==> src/design/ptarc_regs.vh <==
// ptarc_regs.vh: constants for the radio coexistence arbitration port
// assumes: included by design files of the ptarc block only
`ifndef PTARC_REGS_VH
`define PTARC_REGS_VH
// pad mode select (shared pads)
`define PTARC_MODE_GPIO   2'h0
`define PTARC_MODE_PTA    2'h1
`define PTARC_MODE_SERIAL 2'h2
// priority bit counts
`define PTARC_PRI_ONE     1'b0
`define PTARC_PRI_TWO     1'b1
// pta state encodings, one-hot
`define PTARC_ST_IDLE     4'h1
`define PTARC_ST_PRI      4'h2
`define PTARC_ST_DIR      4'h4
`define PTARC_ST_DECIDE   4'h8
// sample counter
`define PTARC_CNT_ZERO    2'h0
`define PTARC_CNT_ONE     2'h1
`define PTARC_CNT_TWO     2'h2
// direction codes and frequency overlap level
`define PTARC_DIR_TX      1'b1
`define PTARC_DIR_RX      1'b0
`define PTARC_OVERLAP     1'b1
// priority threshold that wins over local traffic
`define PTARC_PRI_WIN     2'h2
`endif

==> src/design/ptarc_top.v <==
// ptarc_top.v: arbitration port answering an external radio with a grant
// assumes: pad inputs synchronous to i_ref_clk; local wlan supplies its busy level
`timescale 1ns/1ns
`include "ptarc_regs.vh"
module ptarc_top (
  input  wire       i_ref_clk,
  input  wire       i_reset,
  input  wire [1:0] i_pad_mode,
  input  wire       i_pri_two_bit,
  input  wire       i_dir_pin_used,
  input  wire       i_freq_pin_used,
  input  wire       i_wlan_busy,
  input  wire       i_ext_radio_request,
  input  wire       i_ext_radio_priority,
  input  wire       i_pad22_in,
  input  wire       i_pad18_in,
  input  wire       i_serial_coex_out,
  input  wire [4:0] i_gpio_out,
  input  wire [4:0] i_gpio_oe,
  output wire [4:0] o_pad_out,
  output wire [4:0] o_pad_oe_n,
  output reg        o_ext_radio_grant,
  output reg        o_ext_radio_direction,
  output reg        o_ext_radio_freq_overlap,
  output reg  [1:0] o_ext_radio_pri_level,
  output reg        o_serial_coex_in
);
  reg  [3:0] state;
  reg  [3:0] next_state;
  reg  [1:0] cnt;
  reg  [1:0] pri;
  reg        dir;
  wire       pta_on    = (i_pad_mode == `PTARC_MODE_PTA);
  wire       serial_on = (i_pad_mode == `PTARC_MODE_SERIAL);
  wire [1:0] pri_need  = (i_pri_two_bit == `PTARC_PRI_TWO) ? `PTARC_CNT_TWO : `PTARC_CNT_ONE;
  wire       dir_now   = i_dir_pin_used ? i_pad22_in : dir;
  wire       overlap   = ~i_freq_pin_used | (i_pad18_in == `PTARC_OVERLAP);
  // pending request wins when not overlapping or high priority or wlan idle
  wire       win       = ~overlap | (pri >= `PTARC_PRI_WIN) | ~i_wlan_busy;

  // sequence: idle, priority bits, optional trailing direction, decide
  always @* begin
    next_state = state;
    case (state)
      `PTARC_ST_IDLE:   if (pta_on && i_ext_radio_request) next_state = `PTARC_ST_PRI;
      `PTARC_ST_PRI:    if (cnt == pri_need - 2'h1)
                          next_state = i_dir_pin_used ? `PTARC_ST_DECIDE : `PTARC_ST_DIR;
      `PTARC_ST_DIR:    next_state = `PTARC_ST_DECIDE;
      `PTARC_ST_DECIDE: next_state = `PTARC_ST_DECIDE;
      default:          next_state = `PTARC_ST_IDLE;
    endcase
    if (!i_ext_radio_request || !pta_on)
      next_state = `PTARC_ST_IDLE;
  end

  // sampling and grant; request drop ends the grant at once
  always @(posedge i_ref_clk) begin
    if (i_reset) begin
      state                    <= `PTARC_ST_IDLE;
      cnt                      <= `PTARC_CNT_ZERO;
      pri                      <= `PTARC_CNT_ZERO;
      dir                      <= `PTARC_DIR_RX;
      o_ext_radio_grant        <= 1'b0;
      o_ext_radio_direction    <= `PTARC_DIR_RX;
      o_ext_radio_freq_overlap <= 1'b0;
      o_ext_radio_pri_level    <= `PTARC_CNT_ZERO;
      o_serial_coex_in         <= 1'b0;
    end else begin
      state            <= next_state;
      o_serial_coex_in <= serial_on & i_pad22_in;
      if (state == `PTARC_ST_IDLE) begin
        cnt <= `PTARC_CNT_ZERO;
        pri <= `PTARC_CNT_ZERO;
      end
      if (state == `PTARC_ST_PRI && i_ext_radio_request) begin
        pri <= {pri[0], i_ext_radio_priority}; // msb first
        cnt <= cnt + 2'h1;
      end
      if (state == `PTARC_ST_DIR)
        dir <= i_ext_radio_priority;
      // grant only in decide with request still high
      o_ext_radio_grant <= (state == `PTARC_ST_DECIDE) && (next_state == `PTARC_ST_DECIDE) && win;
      o_ext_radio_direction    <= dir_now;
      o_ext_radio_freq_overlap <= overlap;
      o_ext_radio_pri_level    <= pri;
    end
  end

  // pads 18..22: only grant (20) and serial out (18) are driven by functions
  wire [4:0] func_sel   = {serial_on | pta_on, pta_on, pta_on, pta_on, serial_on | pta_on};
  wire [4:0] func_drive = {1'b0, 1'b0, pta_on, 1'b0, serial_on};
  wire [4:0] func_out   = {1'b0, 1'b0, o_ext_radio_grant, 1'b0, i_serial_coex_out};
  genvar g;
  generate
    for (g = 0; g < 5; g = g + 1) begin : g_pad
      ptarc_pad u_pad (
        .i_ref_clk    (i_ref_clk),
        .i_reset      (i_reset),
        .i_func_drive (func_drive[g]),
        .i_func_out   (func_out[g]),
        .i_gpio_oe    (i_gpio_oe[g]),
        .i_gpio_out   (i_gpio_out[g]),
        .i_func_sel   (func_sel[g]),
        .o_pad_out    (o_pad_out[g]),
        .o_pad_oe_n   (o_pad_oe_n[g])
      );
    end
  endgenerate
endmodule // ptarc_top

==> src/design/ptarc_pad.v <==
// ptarc_pad.v: one shared pad cell with function select
// assumes: owning module supplies pad direction per function
`timescale 1ns/1ns
`include "ptarc_regs.vh"
module ptarc_pad (
  input  wire       i_ref_clk,
  input  wire       i_reset,
  input  wire       i_func_drive,
  input  wire       i_func_out,
  input  wire       i_gpio_oe,
  input  wire       i_gpio_out,
  input  wire       i_func_sel,
  output reg        o_pad_out,
  output reg        o_pad_oe_n
);
  // registered mux; oe is low while driving
  always @(posedge i_ref_clk) begin
    if (i_reset) begin
      o_pad_out  <= 1'b0;
      o_pad_oe_n <= 1'b1;
    end else if (i_func_sel) begin
      o_pad_out  <= i_func_out;
      o_pad_oe_n <= ~i_func_drive;
    end else begin
      o_pad_out  <= i_gpio_out;
      o_pad_oe_n <= ~i_gpio_oe;
    end
  end
endmodule // ptarc_pad

==> config.mk <==
export PLATFORM = sky130hd
export DESIGN_NAME = ptarc_top
export DESIGN_NICKNAME = d
export VERILOG_FILES = /design/src/design/ptarc_top.v /design/src/design/ptarc_pad.v
export VERILOG_INCLUDE_DIRS = /design/src /design/src/design
export SDC_FILE = /design/constraint.sdc
export NUM_CORES = 1
export LEC_CHECK = 0
export BUFFER_PORTS_ARGS = -buffer_cell sky130_fd_sc_hd__buf_2
export CORE_MARGIN = 3
export CORE_UTILIZATION = 47
export DETAILED_ROUTE_END_ITERATION = 7
export PLACE_DENSITY_LB_ADDON = 0.08
export SYNTH_ARGS = -nofsm -noshare
export SYNTH_HDL_FRONTEND = slang
export SYNTH_SLANG_ARGS = --single-unit
==> constraint.sdc <==
create_clock -name i_ref_clk -period 2.1 [get_ports i_ref_clk]
set_clock_uncertainty 0.05 [all_clocks]
set_input_delay 0.42 -clock i_ref_clk [delete_from_list [all_inputs] [get_ports i_ref_clk]]
set_output_delay 0.42 -clock i_ref_clk [all_outputs]
set_load 0.01 [all_outputs]
# Word level (Yosys, flattened, before mapping)
# Cells that the tools add are included.
# W data, S select, Z words.
[word_totals]
out_inout_bits = 16
ff_bits = 25
input_bits = 23
wordCells = 70
[op_classes]
n_eq_ne = 8
n_reduce_logical = 11
n_bitwise = 15
n_addsub = 2
n_lt_le_gt_ge = 1
n_mux = 14
[ops]
columns = ["op", "count"]
rows = [
  ["$mux W4", 4],
  ["$pmux W4 S3", 1],
  ["$not A1 Y1", 10],
  ["$eq A4 B4 Y1 const B", 2],
  ["$mux W2", 4],
  ["$reduce_or A2 Y1", 3],
  ["$mux W1", 5],
  ["$eq A4 B1 Y1 const B", 1],
  ["$eq A4 B2 Y1 const B", 1],
  ["$eq A4 B3 Y1 const B", 1],
  ["$logic_and A1 B1 Y1", 4],
  ["$or A1 B1 Y1", 4],
  ["$add A2 B1 Y2 const B", 1],
  ["$eq A2 B1 Y1 const B", 1],
  ["$eq A2 B2 Y1", 1],
  ["$eq A2 B2 Y1 const B", 1],
  ["$ge A2 B2 Y1 const B", 1],
  ["$logic_not A1 Y1", 2],
  ["$reduce_bool A2 Y1", 1],
  ["$sub A2 B1 Y2 const B", 1],
  ["$and A1 B1 Y1", 1],
  ["$logic_or A1 B1 Y1", 1],
]

# Logic depth before layout (Yosys ltp)
# Gate-level depths: netlist (run 1).
[depth]
depth_word = 9
mapped_depth = 5
mapped_depth_nobuf = 4

# By module
# Synthesis (run 1) repeated with hierarchy kept, for this count alone.
[hier_totals]
hier_cells = 98
hier_area_um2 = 1043.5
[modules_own_cells]
columns = ["module", "area_each_um2", "seq_area_each_um2", "cells_per_inst", "instances"]
rows = [
  ["ptarc_top", 693.2, 300.3, 68, 1],
  ["ptarc_pad", 70.1, 40.0, 6, 5],
]

# Least setup slack after synthesis (run 1)
# No wires, ideal clock.
[synth_path]
path_type = "register to register"
startpoint = "register state[0]"
endpoint = "register cnt[0]"
path_slack_ns = 0.511
setup_time_ns = 0.071
stages_incl_launch_ff = 6
required_time_ns = 1.979
period_less_slack_ns = 1.589
t_arrival_ns = 1.468
path_cell_list = "dfxtp_1 buf_6 or4b_1 buf_2 or3_1 a21oi_1"
[synth_via]
elab_chain_cells = 3
word_cells_on_any_way = 5
[synth_lines]
columns = ["item", "line_no", "text"]
rows = [
  ["start: declaration", "ptarc_top.v:28", "reg [3:0] state;"],
  ["start signal: assignment", "ptarc_top.v:59", "state <= `PTARC_ST_IDLE;"],
  ["start signal: assignment", "ptarc_top.v:69", "state <= next_state;"],
  ["$eq A4 B2 Y1", "n/a", ""],
  ["$logic_and A1 B1 Y1", "ptarc_top.v:75", "if (state == `PTARC_ST_PRI && i_ext_radio_request) begin"],
  ["$mux W2 or $reduce_bool A2 Y1 (tied branches)", "n/a", ""],
  ["end signal: assignment", "ptarc_top.v:60", "cnt <= `PTARC_CNT_ZERO;"],
  ["end signal: assignment", "ptarc_top.v:72", "cnt <= `PTARC_CNT_ZERO;"],
  ["end signal: assignment", "ptarc_top.v:77", "cnt <= cnt + 2'h1;"],
  ["end: declaration", "ptarc_top.v:30", "reg [1:0] cnt;"],
]
# Several ways; a longest one is shown, not always the timed one.
# A chain may end at the register's enable or synchronous reset.

# Worst setup path after layout (run 1)
# Same ends and word-level chain as after synthesis.

==> metrics.cfg, run 1 <==
[floorplanning]
pin_count=39
dieArea_um2=2900
die_h_um=53.8
die_w_um=53.8
initial_core_util_pct=52.2
coreArea_um2=2060
num_rows=16

[route]
avgRoutedWirePerCell_um=12.4
wl_mm=2.05
vias_per_cell=5.18
ant_nets=0
route.detailed.drc=0
first_pass_iters=4
initialDrtViolationCount=8
vias=854

[clocking]
cts_buffer_depth=2
h-tree-depth=1
clock_sinks=25
cts_hold_buffers=0
ctsResizeCount=0
postCtsSetupBuffers=0
cts_buffers=3
clkTransAtPathRegs_ns=0.13
cts_tree=done
cts-root-buf=clkbuf_4
insertion_delay_ns=0.31

[synth]
syn_area_per_cell_um2=9.69
syn_inst=111
ys_ff_latch=25
synth_cell_types=35
syn_nets=136
synth_common_cells=dfxtp_1 (25), buf_4 (11), nor2_1 (9)
ys_async_sr_fraction_pct=0
yosysTopAreaCellShare_pct=46.5
ys_seq_area_share_pct=46.5
yosysMostFrequentCell=dfxtp_1
yosys.area.top_type=dfxtp_1
yosys_most_used_dff=dfxtp_1
netlist_area_um2=1080
synth_edf_count=0
synth_area_leaders=dfxtp_1 (47%), buf_4 (7.7%), mux2i_1 (4.7%), o211ai_1 (3.5%), nor2_1 (3.1%)
ys_warn_count=0

[layout]
drive_above_1_share_pct=34.8
antenna_cells=0
finalNetCount=164
syn2layout_area_growth_pct=13.8

[pwr]
combPwrFrac_pct=10.6
switching_share_pct=23.6
clkPwrFrac_pct=26.6
p_seq_share_pct=62.8
p_leak_nw=0.566
p_int_uw=601
powerDensity_nw_per_um2=643
switchingPower_uw=186
max-vdd-ir-drop_uv=379

[worst_setup_path]
slowest_stage=or4b_1
slowest_delay_ns=0.65
path_max_fanout=10
crit_chain=or4b_1, or3_1, a21oi_1
cp-end-kind=flip-flop
crit_path_start_kind=flip-flop
cp.arrival_ns=1.86
cp_top_family=simple AND/OR/NAND/NOR gates
worstPathRequired_ns=2.31
worstSetupPathType=flip-flop to flip-flop
path_buf_inv=0

[run]
cap_violations=0

[status]
outcome=completed

[grt]
grt_usage_pct=14.8
grt_max_degree=20
grt_overflow_total=0
grt_pass1_vias=773
antenna_found_initial=0
grt_pass1_wl_mm=3.09

[placement]
portBuffers=38
gp_congestion=0.748
dp_hpwl_mm=1.57

[timing]
fmax_ghz=0.604
rsz0062_at_grt=no
max-slew-margin-rel_pct=77.9
tns_ns=0
worstMarginPinSlew_ns=0.324
holdWs_ns=0.199
finalSetupViolations=0
final.min_clock_period_ns=1.65
finalHoldViolations=0
finalCritPeriodShare_pct=78.8
slew_viol_final=0

[worst_hold_path]
hold_class=primary input to flip-flop

==> metrics by stage <==
stage	instances	power, mW	instance area (µm²)	worst slack, ns	util [%]
after floorplan	111	0.562	1080	0.511	-
after global placement	161	0.587	1200	0.442	58.1
after detailed placement	161	0.590	1200	0.413	58.1
after CTS	165	0.795	1220	0.440	59.4
after global routing	165	0.825	1220	0.343	59.4
final	165	0.787	1220	0.445	59.4
==> final timing paths <==
path	start	end	slack (ns)	cells after the start
worst max register to register	state[0]$_SDFF_PP1_	cnt[0]$_SDFFE_PP0P_	0.45	3
worst min-delay path	i_gpio_oe[1]	g_pad[1].u_pad.o_pad_oe_n$_SDFF_PP1_	0.20	2
worst min register to register	pri[1]$_SDFFE_PP0P_	o_ext_radio_pri_level[1]$_SDFF_PP0_	0.46	1
worst max-delay path	state[0]$_SDFF_PP1_	cnt[0]$_SDFFE_PP0P_	0.45	3
==> area by class of cell <==
class                      instances  area, µm²
clock buffer                       3       22.5
sequential                        25        500
tap                               27       33.8
multi-input combinational         64        443
timing repair buffer              39        198
clock inverter                     1       5.00
fill                             197        837
inverter                           6       22.5
==> kinds of logic (layout without fill, tap and decap cells) <==
group / Yosys count / after routing / share of synthesized area, %
adder cells (fa/ha/maj): 2 / 2 / 2.33
AND/OR/NAND/NOR: 37 / 37 / 20.7
buffers and inverters: 22 / 49 / 12.3
AO/OA/AOI/OAI: 18 / 18 / 11.9
XOR/XNOR: 2 / 2 / 1.63
flip-flops: 25 / 25 / 46.5
multiplexers: 5 / 5 / 4.65
==> state kept, by name (all words and copies together), names as in the netlist <==
register                  count
g_pad.u_pad.o_pad_out         5
g_pad.u_pad.o_pad_oe_n        5
pri                           2
o_ext_radio_freq_overlap      1
o_ext_radio_grant             1
state                         4
dir                           1
cnt                           2
o_ext_radio_pri_level         2
o_serial_coex_in              1
o_ext_radio_direction         1
==> placed cells by master, fill, tap and decap left out, types with 2 or more instances in the layout <==
cell type,instances
o211ai_1,5
nor4b_1,2
buf_2,38
ha_1,2
dfxtp_1,25
a21oi_1,3
mux2i_1,5
clkbuf_4,3
nor2b_1,3
or4b_2,2
o21ai_0,2
o21bai_1,2
nor2_1,9
nand4b_1,2
nand2_1,6
and2_1,2
inv_1,6
xor2_1,2
nand3b_1,2
nand3_1,2
==> routing by layer <==
metal	share of wire, %	vias to the layer above	GRT usage [%]
met1	40	392	15.0
li1	-	427	-
met4	1.2	0	5.96
met5	0	-	0
met3	7.2	4	2.49
met2	52	31	29.0
==> power groups by stage <==
stage                     Clock [mW]  Sequential [mW]  Combinational, mW
after floorplan                    0            0.505             0.0574
after global placement             0            0.504             0.0825
after detailed placement           0            0.505             0.0845
after CTS                      0.215            0.495             0.0849
after global routing           0.235            0.496             0.0942
final                          0.209            0.494             0.0837
Note: power is estimated with default switching activity, not from simulation.
==> run 2: changes to the inputs <==
==> constraint.sdc (replaced) <==
create_clock -name i_ref_clk -period 1.6 [get_ports i_ref_clk]
set_clock_uncertainty 0.05 [all_clocks]
set_input_delay 0.32 -clock i_ref_clk [delete_from_list [all_inputs] [get_ports i_ref_clk]]
set_output_delay 0.32 -clock i_ref_clk [all_outputs]
set_load 0.01 [all_outputs]
==> metrics.cfg, run 2 (synthesis results as in run 1) <==
[route]
avgRoutedWirePerCell_um=12.7  ; was 12.4 µm
vias_per_cell=5.10  ; was 5.18
wl_mm=2.18  ; was 2.05 mm
ant_nets=0  ; unchanged
vias=878  ; was 854
met3_wirelength_um=143  ; was 148 µm
initialDrtViolationCount=9  ; was 8
route.detailed.drc=0  ; unchanged
wl_met2_mm=1.14  ; was 1.06 mm
top_layer=met4  ; unchanged
first_pass_iters=3  ; was 4
wl_met1_um=883  ; was 815 µm

[clocking]
cts_buffers=3  ; unchanged
cts_hold_buffers=0  ; unchanged
h-tree-depth=1  ; unchanged
clkTransAtPathRegs_ns=0.13  ; about the same
postCtsSetupBuffers=0  ; unchanged
cts_tree=done  ; unchanged
cts_buffer_depth=2  ; unchanged
insertion_delay_ns=0.31  ; about the same
clock_sinks=25  ; unchanged
cts-root-buf=clkbuf_4  ; unchanged

[grt]
grt_pass1_wl_mm=3.59  ; was 3.09 mm
antenna_found_initial=0  ; unchanged
grt_pass1_vias=852  ; was 773
grt_overflow_total=0  ; unchanged
grt_max_degree=19  ; was 20
grt_usage_pct=17.1  ; was 14.8%

[floorplanning]
dieArea_um2=2900  ; unchanged
coreArea_um2=2060  ; unchanged
num_rows=16  ; unchanged
initial_core_util_pct=52.2  ; unchanged
pin_count=39  ; unchanged
die_w_um=53.8  ; unchanged
die_h_um=53.8  ; unchanged

[worst_setup_path]
worstSetupPathType=flip-flop to flip-flop  ; unchanged
path_buf_inv=0  ; unchanged
crit_path_start_kind=flip-flop  ; unchanged
cp.arrival_ns=1.67  ; was 1.86 ns
slowest_stage=or4b_2  ; was or4b_1
slowest_delay_ns=0.73  ; was 0.65 ns
worstPathRequired_ns=1.76  ; was 2.31 ns
crit_chain=or4b_2, o211ai_1, a21oi_1  ; was or4b_1, or3_1, a21oi_1
cp_top_family=simple AND/OR/NAND/NOR gates  ; unchanged
cp-end-kind=flip-flop  ; unchanged
path_max_fanout=8  ; was 10

[worst_hold_path]
hold_class=primary input to flip-flop  ; unchanged

[placement]
placed_cell_area_um2=1250  ; was 1200 µm²
gp_congestion=0.779  ; was 0.748
portBuffers=38  ; unchanged
pre_cts_ws_ns=0.0208  ; was 0.413 ns
dp.cells=168  ; was 161
dp_hpwl_mm=1.74  ; was 1.57 mm

[timing]
fin_ws_ns=0.0876  ; was 0.445 ns
finalHoldViolations=0  ; unchanged
slew_viol_final=0  ; unchanged
finalCritPeriodShare_pct=94.5  ; was 78.8%
rsz0062_at_grt=no  ; unchanged
fmax_ghz=0.661  ; was 0.604 GHz
worstMarginPinSlew_ns=0.349  ; was 0.324 ns
final.min_clock_period_ns=1.51  ; was 1.65 ns
tns_ns=0  ; unchanged
holdWs_ns=0.102  ; was 0.199 ns
finalSetupViolations=0  ; unchanged
max-slew-margin-rel_pct=76.4  ; was 77.9%

[layout]
reg.largest.list=g_pad.u_pad.o_pad_oe_n x5, g_pad.u_pad.o_pad_out x5, state x4  ; unchanged
final_cell_area_um2=1300  ; was 1220 µm²
finalNetCount=171  ; was 164
syn2layout_area_growth_pct=21.2  ; was 13.8%
drive_above_1_share_pct=42.1  ; was 34.8%
layout_common_cells=buf_2 (38), dfxtp_1 (22), nor2_1 (9), buf_4 (8)  ; was buf_2 (38), dfxtp_1 (25), nor2_1 (9), inv_1 (6), nand2_1 (6)
final_common_cell=buf_2  ; unchanged
stdcell_count=172  ; was 165
antenna_cells=0  ; unchanged
fin_util_pct=63.2  ; was 59.4%

[pwr]
p_leak_nw=0.607  ; was 0.566 nW
max-vdd-ir-drop_uv=461  ; was 379 µV
power_mw=1.04  ; was 787 µW
powerDensity_nw_per_um2=794  ; was 643 nW/µm²

[status]
outcome=completed  ; unchanged

[run]
cap_violations=0  ; unchanged

## run 2: cell count changes in the layout (fill, tap and decap cells not counted), sizes merged
cell  before  now
buf       39   46
## run 2: power by group
| group | internal (mW) | switching, mW | total [mW] | leakage (nW) |
|---|---|---|---|---|
| clock network | 0.0933 | 0.177 | 0.271 | 0.0177 |
| registers | 0.640 | 0.00510 | 0.645 | 0.206 |
| logic | 0.0602 | 0.0593 | 0.120 | 0.383 |
| total | 0.794 | 0.242 | 1.04 | 0.607 |
## run 2: what timing repair did
item	4_1_cts	5_1_grt
hold endpoints to repair	0	0
gates resized for setup	1	8
setup endpoints to repair	1	5
## run 2: final cells by class
class / instances / area, µm²
Clock buffer: 3 / 22.5
Clock inverter: 1 / 5.00
Fill cell: 190 / 758
Inverter: 6 / 22.5
Multi-Input combinational cell: 64 / 463
Sequential cell: 25 / 507
Tap cell: 27 / 33.8
Timing Repair Buffer: 46 / 250
## run 2: worst paths after layout
check | startpoint | to | slack, ns | cells past startpoint
setup reg to reg | state[1]$_SDFF_PP0_ | pri[0]$_SDFFE_PP0P_ | 0.09 | 3
hold reg to reg | state[2]$_SDFF_PP0_ | state[1]$_SDFF_PP0_ | 0.42 | 1
setup / recovery | state[1]$_SDFF_PP0_ | pri[0]$_SDFFE_PP0P_ | 0.09 | 3
hold / removal | i_gpio_oe[3] | g_pad[3].u_pad.o_pad_oe_n$_SDFF_PP1_ | 0.10 | 2
## run 2: worst register-to-register path: cells and delay by family (launching register included)
family	cells	cell delay, ns
AND/OR/NAND/NOR	1	0.73
flip-flops	1	0.37
AO/OA/AOI/OAI	2	0.26
## run 2: metal layers
layer	global-route usage, %	vias up
met5	0	-
met4	5.11	0
met3	2.49	2
met2	32.3	23
met1	19.6	412
li1	-	441
==> run 3: changes to the inputs <==
--- a/config.mk
+++ b/config.mk
@@ -8,9 +8,11 @@
 export LEC_CHECK = 0
 export BUFFER_PORTS_ARGS = -buffer_cell sky130_fd_sc_hd__buf_2
 export CORE_MARGIN = 3
-export CORE_UTILIZATION = 47
+export CORE_UTILIZATION = 54
+export CTS_BUF_LIST = sky130_fd_sc_hd__clkbuf_2 sky130_fd_sc_hd__clkbuf_4 sky130_fd_sc_hd__clkbuf_8
 export DETAILED_ROUTE_END_ITERATION = 7
 export PLACE_DENSITY_LB_ADDON = 0.08
 export SYNTH_ARGS = -nofsm -noshare
 export SYNTH_HDL_FRONTEND = slang
 export SYNTH_SLANG_ARGS = --single-unit
+export TNS_END_PERCENT = 100
==> constraint.sdc (replaced) <==
create_clock -name i_ref_clk -period 1.85 [get_ports i_ref_clk]
set_clock_uncertainty 0.05 [all_clocks]
set_input_delay 0.37 -clock i_ref_clk [delete_from_list [all_inputs] [get_ports i_ref_clk]]
set_output_delay 0.37 -clock i_ref_clk [all_outputs]
set_load 0.01 [all_outputs]
==> metrics.cfg, run 3 (synthesis results as in run 1) <==
[layout]
finalNetCount=166  ; was 171
final_cell_area_um2=1240  ; was 1300 µm²
layout_common_cells=buf_2 (38), dfxtp_1 (25), nor2_1 (9), inv_1 (6), nand2_1 (6)  ; was buf_2 (38), dfxtp_1 (22), nor2_1 (9), buf_4 (8)
syn2layout_area_growth_pct=15.2  ; was 21.2%
nFillCells=167  ; was 190
antenna_cells=0  ; unchanged
reg.largest.list=g_pad.u_pad.o_pad_oe_n x5, g_pad.u_pad.o_pad_out x5, state x4  ; unchanged
drive_above_1_share_pct=35.7  ; was 42.1%
final_common_cell=buf_2  ; unchanged

[floorplanning]
coreArea_um2=1800  ; was 2060 µm²
num_rows=15  ; was 16
die_w_um=50.6  ; was 53.8 µm
initial_core_util_pct=59.7  ; was 52.2%
die_h_um=50.6  ; was 53.8 µm
dieArea_um2=2560  ; was 2900 µm²
pin_count=39  ; unchanged

[timing]
finalCritPeriodShare_pct=89.0  ; was 94.5%
max-slew-margin-rel_pct=74.3  ; was 76.4%
rsz0062_at_grt=no  ; unchanged
tns_ns=0  ; unchanged
final.min_clock_period_ns=1.65  ; was 1.51 ns
slew_viol_final=0  ; unchanged
finalHoldViolations=0  ; unchanged
worstMarginPinSlew_ns=0.380  ; was 0.349 ns
finalSetupViolations=0  ; unchanged
fmax_ghz=0.607  ; was 0.661 GHz
holdWs_ns=0.148  ; was 0.102 ns

[clocking]
cts_tree=done  ; unchanged
h-tree-depth=1  ; unchanged
cts_hold_buffers=0  ; unchanged
insertion_delay_ns=0.31  ; about the same
cts_buffers=3  ; unchanged
postCtsSetupBuffers=0  ; unchanged
clkTransAtPathRegs_ns=0.14  ; was 0.13 ns
clock_sinks=25  ; unchanged
cts-root-buf=clkbuf_4  ; unchanged
ctsResizeCount=0  ; was 1
cts_buffer_depth=2  ; unchanged

[route]
vias=835  ; was 878
route.detailed.drc=0  ; unchanged
top_layer=met3  ; was met4
avgRoutedWirePerCell_um=11.6  ; was 12.7 µm
ant_nets=0  ; unchanged
first_pass_iters=4  ; was 3
vias_per_cell=5.06  ; was 5.10
wl_met2_um=919  ; was 1.14 mm
wl_mm=1.91  ; was 2.18 mm
initialDrtViolationCount=13  ; was 9
met3_wirelength_um=111  ; was 143 µm
wl_met1_um=875  ; was 883 µm

[pwr]
switchingPower_uw=213  ; was 242 µW
clkPwrFrac_pct=26.8  ; was 26.1%
switching_share_pct=23.7  ; was 23.3%
p_leak_nw=0.572  ; was 0.607 nW
p_seq_share_pct=62.3  ; about the same
power_uw=900  ; was 1.04 mW
powerDensity_nw_per_um2=726  ; was 794 nW/µm²
combPwrFrac_pct=10.9  ; was 11.5%
max-vdd-ir-drop_uv=394  ; was 461 µV
p_int_uw=687  ; was 794 µW

[status]
outcome=completed  ; unchanged

[placement]
portBuffers=38  ; unchanged
placed_cell_area_um2=1210  ; was 1250 µm²
gp_congestion=0.794  ; was 0.779
dp_hpwl_mm=1.45  ; was 1.74 mm

[worst_hold_path]
hold_class=primary input to flip-flop  ; unchanged
worstHoldPathCells=2  ; unchanged

[worst_setup_path]
cp.arrival_ns=1.85  ; was 1.67 ns
path_max_fanout=10  ; was 8
cp-end-kind=flip-flop  ; unchanged
worstSetupPathType=flip-flop to flip-flop  ; unchanged
crit_path_start_kind=flip-flop  ; unchanged
worstPathRequired_ns=2.05  ; was 1.76 ns
rr_worst_depth=3  ; unchanged

[grt]
grt_pass1_vias=769  ; was 852
grt_overflow_total=0  ; unchanged
antenna_found_initial=0  ; unchanged
grt_pass1_wl_mm=3.19  ; was 3.59 mm
grt_max_degree=19  ; unchanged
grt_usage_pct=15.8  ; was 17.1%

[run]
cap_violations=0  ; unchanged

-- run 3: cell type report --
| cell class | count | area (µm²) | share of cell area [%] |
|---|---|---|---|
| clock buffer | 3 | 22.5 | 1.82 |
| inverter | 6 | 22.5 | 1.82 |
| multi-input combinational | 64 | 443 | 35.7 |
| clock inverter | 1 | 7.51 | 0.605 |
| timing repair buffer | 41 | 213 | 17.2 |
| tap | 25 | 31.3 | 2.52 |
| sequential | 25 | 500 | 40.4 |
-- run 3: stage by stage --
stage | std cells | utilization, % | setup WS (ns)
after floorplan | 111 | - | 0.261
after global placement | 161 | 67.2 | 0.254
after detailed placement | 161 | 67.2 | 0.223
after CTS | 165 | 68.8 | 0.212
after global routing | 165 | 68.8 | 0.132
final | 165 | 68.8 | 0.203
-- run 3: path summary, 6_finish.rpt --
| check | from | to | slack [ns] |
|---|---|---|---|
| setup / recovery | state[0]$_SDFF_PP1_ | cnt[0]$_SDFFE_PP0P_ | 0.20 |
| hold / removal | i_gpio_oe[3] | g_pad[3].u_pad.o_pad_oe_n$_SDFF_PP1_ | 0.15 |
| setup reg to reg | state[0]$_SDFF_PP1_ | cnt[0]$_SDFFE_PP0P_ | 0.20 |
| hold reg to reg | pri[0]$_SDFFE_PP0P_ | pri[1]$_SDFFE_PP0P_ | 0.44 |
-- run 3: layer usage --
layer	vias up	global-route usage, %
met4	0	4.04
li1	432	-
met5	-	0
met1	381	20.8
met3	0	2.97
met2	22	26.5
-- run 3: worst max-delay path, cell delays in order, from the launching register on --
cell	delay, ns
dfxtp_1	0.41
or4b_1	0.65
or3_1	0.34
a21oi_1	0.13
-- run 3: power by group through the flow --
stage	Clock, mW	Combinational (mW)	Sequential [mW]
after global routing	0.263	0.111	0.562
after CTS	0.251	0.0991	0.561
final	0.241	0.0983	0.561
after detailed placement	0	0.0983	0.573
after global placement	0	0.0961	0.572
after floorplan	0	0.0651	0.573
